## config.mk

```make
export PLATFORM = sky130hd
export DESIGN_NAME = plser_top
export DESIGN_NICKNAME = d
export VERILOG_FILES = /design/src/plser_top.v
export VERILOG_INCLUDE_DIRS = /design/src /design/src/src
export SDC_FILE = /design/constraint.sdc
export NUM_CORES = 1
export LEC_CHECK = 0
export ABC_AREA = 1
export CORE_MARGIN = 3
export CORE_UTILIZATION = 55
export CTS_CLUSTER_DIAMETER = 40
export DETAILED_ROUTE_END_ITERATION = 8
export DONT_BUFFER_PORTS = 1
export PLACE_DENSITY = 0.7
export SKIP_CTS_REPAIR_TIMING = 1
export SLEW_MARGIN = 15
export SYNTH_ARGS = -nofsm -noshare
export SYNTH_HDL_FRONTEND = slang
export SYNTH_SLANG_ARGS = --single-unit
```

## constraint.sdc

```tcl
create_clock -name clk -period 3.12 [get_ports clk]
set_clock_uncertainty 0.05 [all_clocks]
set_input_delay 0.312 -clock clk [delete_from_list [all_inputs] [get_ports clk]]
set_output_delay 0.312 -clock clk [all_outputs]
set_load 0.02 [all_outputs]
```

## src/plser_map.vh

```
// constants for the parallel to lane serializer
// assumes a single 10 mhz design clock and no software-visible registers
`ifndef PLSER_MAP_VH
`define PLSER_MAP_VH
`define PLSER_BITS_PER_LANE  3'h7
`define PLSER_LANES          4
`define PLSER_WORD_W         28
`define PLSER_SLOT_W         3
`define PLSER_SLOT_LAST      3'h6
`define PLSER_CLK_HIGH_END   3'h1
`define PLSER_CLK_LOW_END    3'h4
`define PLSER_CONV_BITS      8
`define PLSER_TIE_LOW        20'h0_0000
`endif

```

## src/plser_top.v

```verilog
// seven to one serializer: 28-bit word onto four lanes plus a lane clock
// assumes clk is the fast bit clock (7x the word rate) and that
// parallel_strobe_clock_in is a level sampled on clk
`timescale 1ns/10ps
`include "plser_map.vh"
module plser_top
(
   input  wire        clk,
   input  wire        sys_rst,
   input  wire        parallel_strobe_clock_in,
   input  wire        strobe_edge_select,
   input  wire [7:0]  converter_serial_out,
   input  wire [19:0] parallel_data_in_hi,
   input  wire        in_valid,
   output wire        in_ready,
   output reg  [3:0]  lane_data,
   output reg         forwarded_lane_clock,
   output reg         word_start,
   output reg         overflow
);

   reg                       ref_q;
   reg                       edge_sel_q;
   reg                       primed_q;
   reg  [`PLSER_WORD_W-1:0]  buf_q [0:1];
   reg                       wr_ptr_q;
   reg                       rd_ptr_q;
   reg  [1:0]                count_q;
   reg  [`PLSER_WORD_W-1:0]  shift_q;
   reg  [`PLSER_SLOT_W-1:0]  slot_q;
   reg                       running_q;
   wire                      rise;
   wire                      fall;
   wire                      strobe;
   wire                      push;
   wire                      pop;
   wire                      last_slot;
   wire [`PLSER_WORD_W-1:0]  word_in;

   // upper inputs are held low by the far side; only 0..7 carry data
   assign word_in   = {parallel_data_in_hi, converter_serial_out};
   assign rise      = parallel_strobe_clock_in & ~ref_q;
   assign fall      = ~parallel_strobe_clock_in & ref_q;
   assign strobe    = primed_q & (edge_sel_q ? rise : fall);
   assign in_ready  = (count_q != 2'h2);
   assign push      = strobe & in_valid & in_ready;
   assign last_slot = (slot_q == `PLSER_SLOT_LAST);
   // a new word is loaded at once when idle, else when the lane frame wraps; at most once per word period
   assign pop       = (count_q != 2'h0) & (~running_q | last_slot);

   // lane bit k of lane L carries word bit 7*L + k, lsb first
   function lane_bit;
      input [`PLSER_WORD_W-1:0] w;
      input [1:0]               lane;
      input [`PLSER_SLOT_W-1:0] slot;
      reg   [4:0]               idx;
      begin
         idx      = {lane, 3'h0} - {3'h0, lane} + {2'h0, slot};
         lane_bit = w[idx];
      end
   endfunction

   // lane clock slots: two high, three low, two high
   function phase_high;
      input [`PLSER_SLOT_W-1:0] slot;
      begin
         phase_high = (slot <= `PLSER_CLK_HIGH_END) |
                      (slot >  `PLSER_CLK_LOW_END);
      end
   endfunction

   always @(posedge clk)
   begin
      if (sys_rst)
         ref_q <= 1'b0;
      else
         ref_q <= parallel_strobe_clock_in;
   end

   // the detector holds no real sample on the first edge after release,
   // so strobes are masked for that edge to avoid a false capture
   always @(posedge clk)
   begin
      if (sys_rst)
         primed_q <= 1'b0;
      else
         primed_q <= 1'b1;
   end

   // strap taken after release, clean level from then on
   always @(posedge clk)
   begin
      if (sys_rst)
         edge_sel_q <= 1'b0;
      else
         edge_sel_q <= strobe_edge_select;
   end

   // two-entry buffer so a word strobed mid-frame waits, not lost
   always @(posedge clk)
   begin
      if (push)
         buf_q[wr_ptr_q] <= word_in;
   end

   always @(posedge clk)
   begin
      if (sys_rst)
         wr_ptr_q <= 1'b0;
      else if (push)
         wr_ptr_q <= ~wr_ptr_q;
   end

   always @(posedge clk)
   begin
      if (sys_rst)
         rd_ptr_q <= 1'b0;
      else if (pop)
         rd_ptr_q <= ~rd_ptr_q;
   end

   always @(posedge clk)
   begin
      if (sys_rst)
         count_q <= 2'h0;
      else
         count_q <= count_q + {1'b0, push} - {1'b0, pop};
   end

   // a strobe while full drops its word; flagged for one cycle
   always @(posedge clk)
   begin
      if (sys_rst)
         overflow <= 1'b0;
      else
         overflow <= strobe & in_valid & ~in_ready;
   end

   always @(posedge clk)
   begin
      if (sys_rst)
      begin
         shift_q   <= {`PLSER_WORD_W{1'b0}};
         slot_q    <= {`PLSER_SLOT_W{1'b0}};
         running_q <= 1'b0;
      end
      else if (pop)
      begin
         shift_q   <= buf_q[rd_ptr_q];
         slot_q    <= {`PLSER_SLOT_W{1'b0}};
         running_q <= 1'b1;
      end
      else if (running_q)
      begin
         if (last_slot)
            running_q <= 1'b0;
         else
            slot_q <= slot_q + 3'h1;
      end
   end

   genvar g;
   generate
      for (g = 0; g < `PLSER_LANES; g = g + 1)
      begin : g_lane
         localparam [1:0] LANE_IDX = g;
         always @(posedge clk)
         begin
            if (sys_rst)
               lane_data[g] <= 1'b0;
            else if (running_q)
               lane_data[g] <= lane_bit(shift_q, LANE_IDX, slot_q);
            else
               lane_data[g] <= 1'b0;
         end
      end
   endgenerate

   // lane clock high for slots 0-1, low for 2-4, high for 5-6
   always @(posedge clk)
   begin
      if (sys_rst)
         forwarded_lane_clock <= 1'b0;
      else
         forwarded_lane_clock <= running_q & phase_high(slot_q);
   end

   // marks slot 0 so the receiver can frame the seven bits
   always @(posedge clk)
   begin
      if (sys_rst)
         word_start <= 1'b0;
      else
         word_start <= running_q & (slot_q == 3'h0);
   end

endmodule

```

# After elaboration in Yosys (flattened, before gate mapping)

Memories as Yosys holds them, arrays and structs flattened. A register that Yosys moved wholly into a read port is not among the register bits.
Cells that the tools add are included.
Widths: inputs -> output; s select.

Bits in writable memories: 56
Logic and storage cells: 68
Bits in registers: 18
Output and inout port bits: 8
Bits of input ports: 33
Memories: 1

Memory list:

| name  | depth | bits a word | rd ports | clocked after memory_dff | write ports | line           | source |
|---|---|---|---|---|---|---|---|
| buf_q | 2     | 28          | 1        | 1                        | 1           | plser_top.v:25 | `` reg [`PLSER_WORD_W-1:0] buf_q [0:1]; `` |

Mux-type cells: 15
Equality and inequality tests: 2
Add/sub/neg operators: 6
Bitwise logic cells: 18
Magnitude comparators: 6
Reduce and logical (&&, ||, !) cells: 5

Operators with widths:

| cell                | count |
|---|---|
| $bmux 1 s5          | 3 |
| $lt 5x6->1 const B  | 2 |
| $mux 1              | 11 |
| $and 1x1->1         | 9 |
| $not 1->1           | 7 |
| $lt 3x6->1 const B  | 1 |
| $lt 4x6->1 const B  | 1 |
| $add 4x3->5 const A | 1 |
| $add 5x3->5 const A | 1 |
| $add 3x3->4 const A | 1 |
| $reduce_or 2->1     | 2 |
| $add 3x1->3 const B | 1 |
| $bmux 1 s3          | 1 |
| $eq 3x3->1 const B  | 1 |
| $gt 3x3->1 const B  | 1 |
| $le 3x1->1 const B  | 1 |
| $logic_not 3->1     | 1 |
| $add 2x1->2         | 1 |
| $ne 2x2->1 const B  | 1 |
| $or 1x1->1          | 2 |
| $reduce_and 2->1    | 1 |
| $reduce_bool 2->1   | 1 |
| $sub 2x1->2         | 1 |

# Longest topological paths before layout

Gate-level depths: netlist (run 1).

Depth after elaboration: 8
Mapped depth: 12
Depth with buffers taken out: 12

# Worst setup path before layout (run 1)

No wires, ideal clock.

Kind: input-to-reg
Start: input parallel_strobe_clock_in
End: memory buf_q[0][0] (netlist name), enable pin
Arrival: 1.994 ns
Path buffers: 0
Data required time: 2.657 ns
Setup time: 0.413 ns
Stages: 7
Slack: 0.663 ns
Path through: inv_1 > nand2_1 > a21oi_1 > nand2_1 > nor2_1 > inv_1 > nor2_1

Longest elaborated chain between the ends: 8
Elaborated cells between the ends (all ways): 9
Classes of those cells: mux: 3; bitwise: 6

RTL lines:

| element                          | line            | source |
|---|---|---|
| start, declared                  | plser_top.v:10  | `input wire parallel_strobe_clock_in,` |
| $not 1->1                        | plser_top.v:43  | `assign fall = ~parallel_strobe_clock_in & ref_q;` |
| $and 1x1->1                      | plser_top.v:43  |  |
| $mux 1 (*)                       | plser_top.v:44  | `assign strobe = primed_q & (edge_sel_q ? rise : fall);` |
| $and 1x1->1 (*)                  | plser_top.v:44  |  |
| $and 1x1->1 (*) (2 in a row)     | plser_top.v:46  | `assign push = strobe & in_valid & in_ready;` |
| $mux 1 (*)                       | plser_top.v:102 | `if (push)` |
| $mux 1 (implied by the code) (*) | plser_top.v:103 | `buf_q[wr_ptr_q] <= word_in;` |
| end, declared                    | plser_top.v:25  |  |

Every way passes the cells marked *; elsewhere a longest branch is shown, timed or not.

# Worst setup path after layout (run 1)

Start: register slot_q[0]
End: register count_q[1]

Longest elaborated chain between the ends: 4

RTL lines:

| element                | line            | source |
|---|---|---|
| start, declared        | plser_top.v:30  | `` reg [`PLSER_SLOT_W-1:0] slot_q; `` |
| start signal, assigned | plser_top.v:144 | `` slot_q <= {`PLSER_SLOT_W{1'b0}}; `` |
| start signal, assigned | plser_top.v:150 | `` slot_q <= {`PLSER_SLOT_W{1'b0}}; `` |
| start signal, assigned | plser_top.v:158 | `slot_q <= slot_q + 3'h1;` |
| $eq 3x3->1 (no line)   | n/a             |  |
| $or 1x1->1             | plser_top.v:49  | `assign pop = (count_q != 2'h0) & (~running_q \| last_slot);` |
| $and 1x1->1            | plser_top.v:49  |  |
| $sub 2x1->2            | plser_top.v:127 | `count_q <= count_q + {1'b0, push} - {1'b0, pop};` |
| end signal, assigned   | plser_top.v:127 |  |
| end, declared          | plser_top.v:28  | `reg [1:0] count_q;` |

Every way passes these cells.
A chain may end at the register's enable or synchronous reset.

==> impl_metrics.tcl, run 1 <==
set metrics [dict create \
    hold_viol_final 0 \
    grt_pass1_wl_um 12300 \
    die_area_mm2 0.00891 \
    p_leak_nw 1.97 \
    ant_nets 0 \
    htreeDepth 3 \
    cp_slowest_cell "inv_2" \
    first_iter_violations 209 \
    clock-sinks 102 \
    grt_pass1_vias 2611 \
    async_reset_ff_frac 0 \
    cp_cell_sequence "inv_2 > ha_1 > a21oi_4 > a21oi_4 > ha_1 > inv_1 > ha_1 > xnor2_1 > o21ai_0 > a21oi_1" \
    place_congestion 0.847 \
    drive_gt1_frac 0.0513 \
    holdWs_ns 0.0271 \
    path_max_fanout 30 \
    yosys_most_used_dff "edfxtp_1" \
    combPwrFrac 0.332 \
    fin_util 0.651 \
    worstPathArrival_ns 2.62 \
    die_w_um 94.4 \
    cts-root-buf "clkbuf_8" \
    antenna_found_initial 0 \
    cts_buffers 9 \
    powerDensity_mw_per_mm2 789 \
    crit_path_start_kind "flip-flop" \
    portBuffers 0 \
    yosysWarnings 0 \
    routed_wirelength_um 7690 \
    die_h_um 94.4 \
    path_buf_inv 2 \
    clock.fmax_mhz 424 \
    grt_max_degree 50 \
    p_sw_mw 1.43 \
    vias_per_cell 5.15 \
    grt_usage 0.179 \
    synthCells 459 \
    synth-seq-cells 102 \
    setup_viol 0 \
    slew_headroom 0.435 \
    vdd.ir_drop.worst_mv 0.466 \
    preCtsSetupSlack_ns 0.769 \
    vias 3017 \
    cp_top_family "adder cells" \
    setup_ws_ns 0.760 \
    seq_area_mm2 0.00260 \
    status "finished, final reports clean" \
    io_pins 41 \
    drc 0 \
    drv_cap 0 \
    cpPeakStageDelay_ns 0.35 \
    pwr-share-seq 0.461 \
    nets 525 \
    start_util 0.580 \
    clkSlewWorstSetupHoldPaths_ns 0.10 \
    met3WireLength_um 343 \
    holdCritPathClass "input pin to flip-flop" \
    met1_length_um 3730 \
    cp.required_ns 3.38 \
    finalPower_mw 3.80 \
    layout_commonest_cell "nand2_1" \
    post-route-period-util 0.756 \
    p_int_mw 2.38 \
    crit_top_cell "ha_1" \
    postSynthAreaPerCell_um2 9.37 \
    endpoint_kind "flip-flop" \
    routedWlPerCell_um 13.1 \
    path_class "flip-flop to flip-flop" \
    netlist_area_mm2 0.00430 \
    nFillCells 573 \
    ys_seq_area_frac 0.605 \
    std_cell_rows 31 \
    area_growth_pct 12.1 \
    diodes 0 \
    synth_edf_count 56 \
    multi_input_area_mm2 0.00140 \
    tightestPinTransition_ns 0.846 \
    coreArea_mm2 0.00741 \
    dp_hpwl_um 4810 \
    highest_layer "met4" \
    cts_tree "yes" \
    sw_frac_of_total 0.375 \
    pwr-share-clk 0.207 \
    wl_met2_um 3480 \
    synthesis.nets 502 \
    grt_setup_unrepaired "false" \
    cts_buffer_depth 2 \
    final_cell_mix "nand2_1, edfxtp_1, dfxtp_1" \
    slew_violations 0 \
    min_period_ns 2.36 \
    overflow 0 \
    drtPass1Iterations 4 \
    insertion_delay_ns 0.37 \
    synth_cell_types 23 \
    setup_tns_ns 0 \
]
## flip-flops by register name (all words and copies together), names as in the netlist
signal and cells:
count_q 2, wr_ptr_q 1, buf_q 56, edge_sel_q 1, shift_q 28, slot_q 3, running_q 1, rd_ptr_q 1
primed_q 1, word_start 1, ref_q 1, forwarded_lane_clock 1, overflow 1, lane_data 4
## layer usage
layer | track usage | vias up
li1 | - | 1561
met1 | 0.242 | 1377
met2 | 0.267 | 67
met3 | 0.0598 | 12
met4 | 0.0686 | 0
met5 | 0 | -
## stage by stage
step                      cell area (um2)  cells
final                                4820    586
after global routing                 4820    586
after CTS                            4520    556
after floorplan                      4300    459
after global placement               4340    540
after detailed placement             4340    540
## cell usage after synthesis, drive strengths merged, types with 2 or more instances
cell type | count | area (um2)
a21oi | 40 | 223
a31oi | 2 | 12.5
buf | 13 | 86.3
xnor2 | 3 | 26.3
xor2 | 2 | 17.5
dfxtp | 46 | 921
o211a | 4 | 40.0
nand3 | 42 | 210
nor2 | 9 | 33.8
edfxtp | 56 | 1680
ha | 10 | 125
clkbuf | 9 | 33.8
o21ai | 33 | 165
nand2 | 139 | 522
inv | 47 | 176
## path summary, 6_finish.rpt
check,startpoint,endpoint,slack [ns],cells after the start
worst max-delay path,slot_q[0],count_q[1],0.76,10
worst min-delay path,parallel_strobe_clock_in,ref_q,0.03,2
worst max register to register,slot_q[0],count_q[1],0.76,10
worst min register to register,shift_q[4],shift_q[4],0.43,2
## cell families after synthesis
group,synth area share
AND/OR/NAND/NOR,0.184
buffers and inverters,0.0690
XOR/XNOR,0.0102
flip-flops,0.605
adder cells (fa/ha/maj),0.0291
AO/OA/AOI/OAI,0.102
## power by group through the flow
stage / sequential (mW) / clock (mW) / combinational [mW]
floorplan: 1.77 / 0 / 1.02
CTS: 1.75 / 0.810 / 1.24
detailed placement: 1.78 / 0 / 1.23
finish: 1.75 / 0.788 / 1.26
global placement: 1.78 / 0 / 1.20
global route: 1.77 / 0.857 / 1.44
## final cells by class
| type | count | share of cell area |
|---|---|---|
| Clock buffer | 10 | 0.0265 |
| Clock inverter | 6 | 0.0119 |
| Inverter | 47 | 0.0366 |
| Multi-Input combinational cell | 288 | 0.291 |
| Sequential cell | 102 | 0.540 |
| Tap cell | 99 | 0.0257 |
| Timing Repair Buffer | 34 | 0.0685 |
## worst reg2reg max path, stage by stage, from the launching register on
cell and delay, ns:
dfxtp_1 0.33, inv_2 0.35, ha_1 0.28, a21oi_4 0.09, a21oi_4 0.31, ha_1 0.30, inv_1 0.06, ha_1 0.15
xnor2_1 0.14, o21ai_0 0.09, a21oi_1 0.15
(Power assumes the default switching activity.)
==> run 2: changes to the inputs <==
==> constraint.sdc (replaced) <==
create_clock -name clk -period 2.45 [get_ports clk]
set_clock_uncertainty 0.05 [all_clocks]
set_input_delay 0.245 -clock clk [delete_from_list [all_inputs] [get_ports clk]]
set_output_delay 0.245 -clock clk [all_outputs]
set_load 0.02 [all_outputs]
==> run 2 against run 1 <==
- the flow now finishes with violations (negative hold slack)
- first-iteration DRC count up 25%
- global-route usage up 1.4 points
- total power increased by 31%
- flip-flop and latch count is the same
- worst hold slack got worse by 0.028 ns
- combinational power increased by 32%
- sequential power increased by 27%
- register-to-register slack worse by 0.37 ns
- critical endpoint unchanged
==> impl_metrics.tcl, run 2 (synthesized netlist as in run 1, its figures left out) <==
set metrics [dict create \
    cts_buffer_depth 2 \
    coreArea_mm2 0.00741 \
    layout_commonest_cell "nand2_1" \
    drtPass1Iterations 5 \
    worstPathArrival_ns 2.35 \
    grt_setup_unrepaired "false" \
    portBuffers 0 \
    largest_register_ffs 56 \
    pwr-share-clk 0.220 \
    slew_headroom 0.452 \
    violations "negative hold slack" \
    holdWs_ns -0.00103 \
    endpoint_kind "flip-flop" \
    overflow 0 \
    std_cell_rows 31 \
    regMostFlops "buf_q" \
    p_leak_nw 2.01 \
    top_regs "buf_q x56, shift_q x28, lane_data x4" \
    holdCritPathClass "input pin to flip-flop" \
    fin_cells 592 \
    status "complete, but fails checks" \
    nFillCells 607 \
    io_pins 41 \
    clock.fmax_mhz 477 \
    seq_area_mm2 0.00260 \
    vias_per_cell 5.21 \
    drc 0 \
    p_int_mw 3.14 \
    first_iter_violations 261 \
    grt_usage 0.192 \
    area_growth_pct 13.7 \
    powerDensity_mw_per_mm2 1020 \
    hold_viol_final 1 \
    routedWlPerCell_um 13.8 \
    ant_nets 0 \
    antenna_found_initial 0 \
    cp.required_ns 2.71 \
    tightestPinTransition_ns 0.821 \
    pwr-share-seq 0.447 \
    finalPower_mw 4.99 \
    drive_gt1_frac 0.0629 \
    grt_pass1_vias 2846 \
    min_period_ns 2.10 \
    vias 3086 \
    dp_hpwl_um 5120 \
    grt_pass1_wl_um 13100 \
    die_area_mm2 0.00891 \
    insertion_delay_ns 0.37 \
    htreeDepth 3 \
    cts-root-buf "clkbuf_8" \
    final_cell_mix "nand2_1, edfxtp_1, dfxtp_1" \
    clock-sinks 102 \
    place_congestion 0.873 \
    start_util 0.580 \
    drv_cap 0 \
    cts_tree "yes" \
    slew_violations 0 \
    die_h_um 94.4 \
    routed_wirelength_um 8180 \
    path_max_fanout 3 \
    sw_frac_of_total 0.370 \
    clkSlewWorstSetupHoldPaths_ns 0.10 \
    post-route-period-util 0.856 \
    setup_tns_ns 0 \
    grt_max_degree 50 \
    combPwrFrac 0.333 \
    crit_path_start_kind "input pin" \
    die_w_um 94.4 \
    setup_viol 0 \
    path_class "input pin to flip-flop" \
    nets 531 \
    vdd.ir_drop.worst_mv 0.537 \
    p_sw_mw 1.85 \
    dp_cells 545 \
    cts_buffers 9 \
    diodes 0 \
    multi_input_area_mm2 0.00140 \
]
## run 2: final cells by class
type                            instances  area share
Timing Repair Buffer                   40      0.0773
Tap cell                               99      0.0253
Inverter                               47      0.0361
Sequential cell                       102       0.532
Clock buffer                            9      0.0253
Clock inverter                          7      0.0169
Multi-Input combinational cell        288       0.287
## run 2: path summary, 6_finish.rpt
check	endpoint	slack, ns	start	cells after the start
setup / recovery	count_q[1]	0.35	parallel_strobe_clock_in	13
hold / removal	word_start	-0.001	sys_rst	3
setup reg to reg	shift_q[8]	0.39	slot_q[0]	8
hold reg to reg	shift_q[7]	0.43	shift_q[7]	2
## run 2: power groups by stage
| stage | Combinational, mW | Clock (mW) | Sequential [mW] |
|---|---|---|---|
| 5_1_grt | 1.91 | 1.18 | 2.27 |
| 6_report | 1.66 | 1.10 | 2.23 |
| 2_1_floorplan | 1.31 | 0 | 2.25 |
| 3_5_place_dp | 1.61 | 0 | 2.27 |
| 3_3_place_gp | 1.57 | 0 | 2.26 |
| 4_1_cts | 1.62 | 1.11 | 2.23 |
## run 2: critical path, cell delays in order
cell	delay (ns)
dlygate4sd3_1	0.54
inv_1	0.09
nand2_1	0.05
a21oi_1	0.11
nand2_1	0.08
nor2_1	0.17
inv_1	0.10
ha_1	0.28
inv_1	0.04
ha_1	0.18
xnor2_1	0.19
o21ai_0	0.11
a21oi_1	0.16
## run 2: routing by layer
metal | vias to the layer above | share of wire | GRT usage | routed length [um]
met3 | 11 | 0.042 | 0.0526 | 341
met1 | 1429 | 0.48 | 0.248 | 3900
li1 | 1565 | - | - | -
met2 | 81 | 0.47 | 0.310 | 3830
met4 | 0 | 0.014 | 0.0734 | 114
met5 | - | 0 | 0 | 0
## run 2: metrics by stage
| stage | hold WS [ns] | cell area (um2) | util | worst slack [ns] |
|---|---|---|---|---|
| final | -0.00103 | 4890 | 0.660 | 0.354 |
| after global routing | 0.0107 | 4890 | 0.660 | 0.208 |
| after CTS | -0.135 | 4580 | 0.618 | 0.380 |
| after detailed placement | 0.271 | 4370 | 0.590 | 0.406 |
| after global placement | 0.267 | 4370 | 0.590 | 0.505 |
| after floorplan | 0.264 | 4300 | - | 0.0597 |
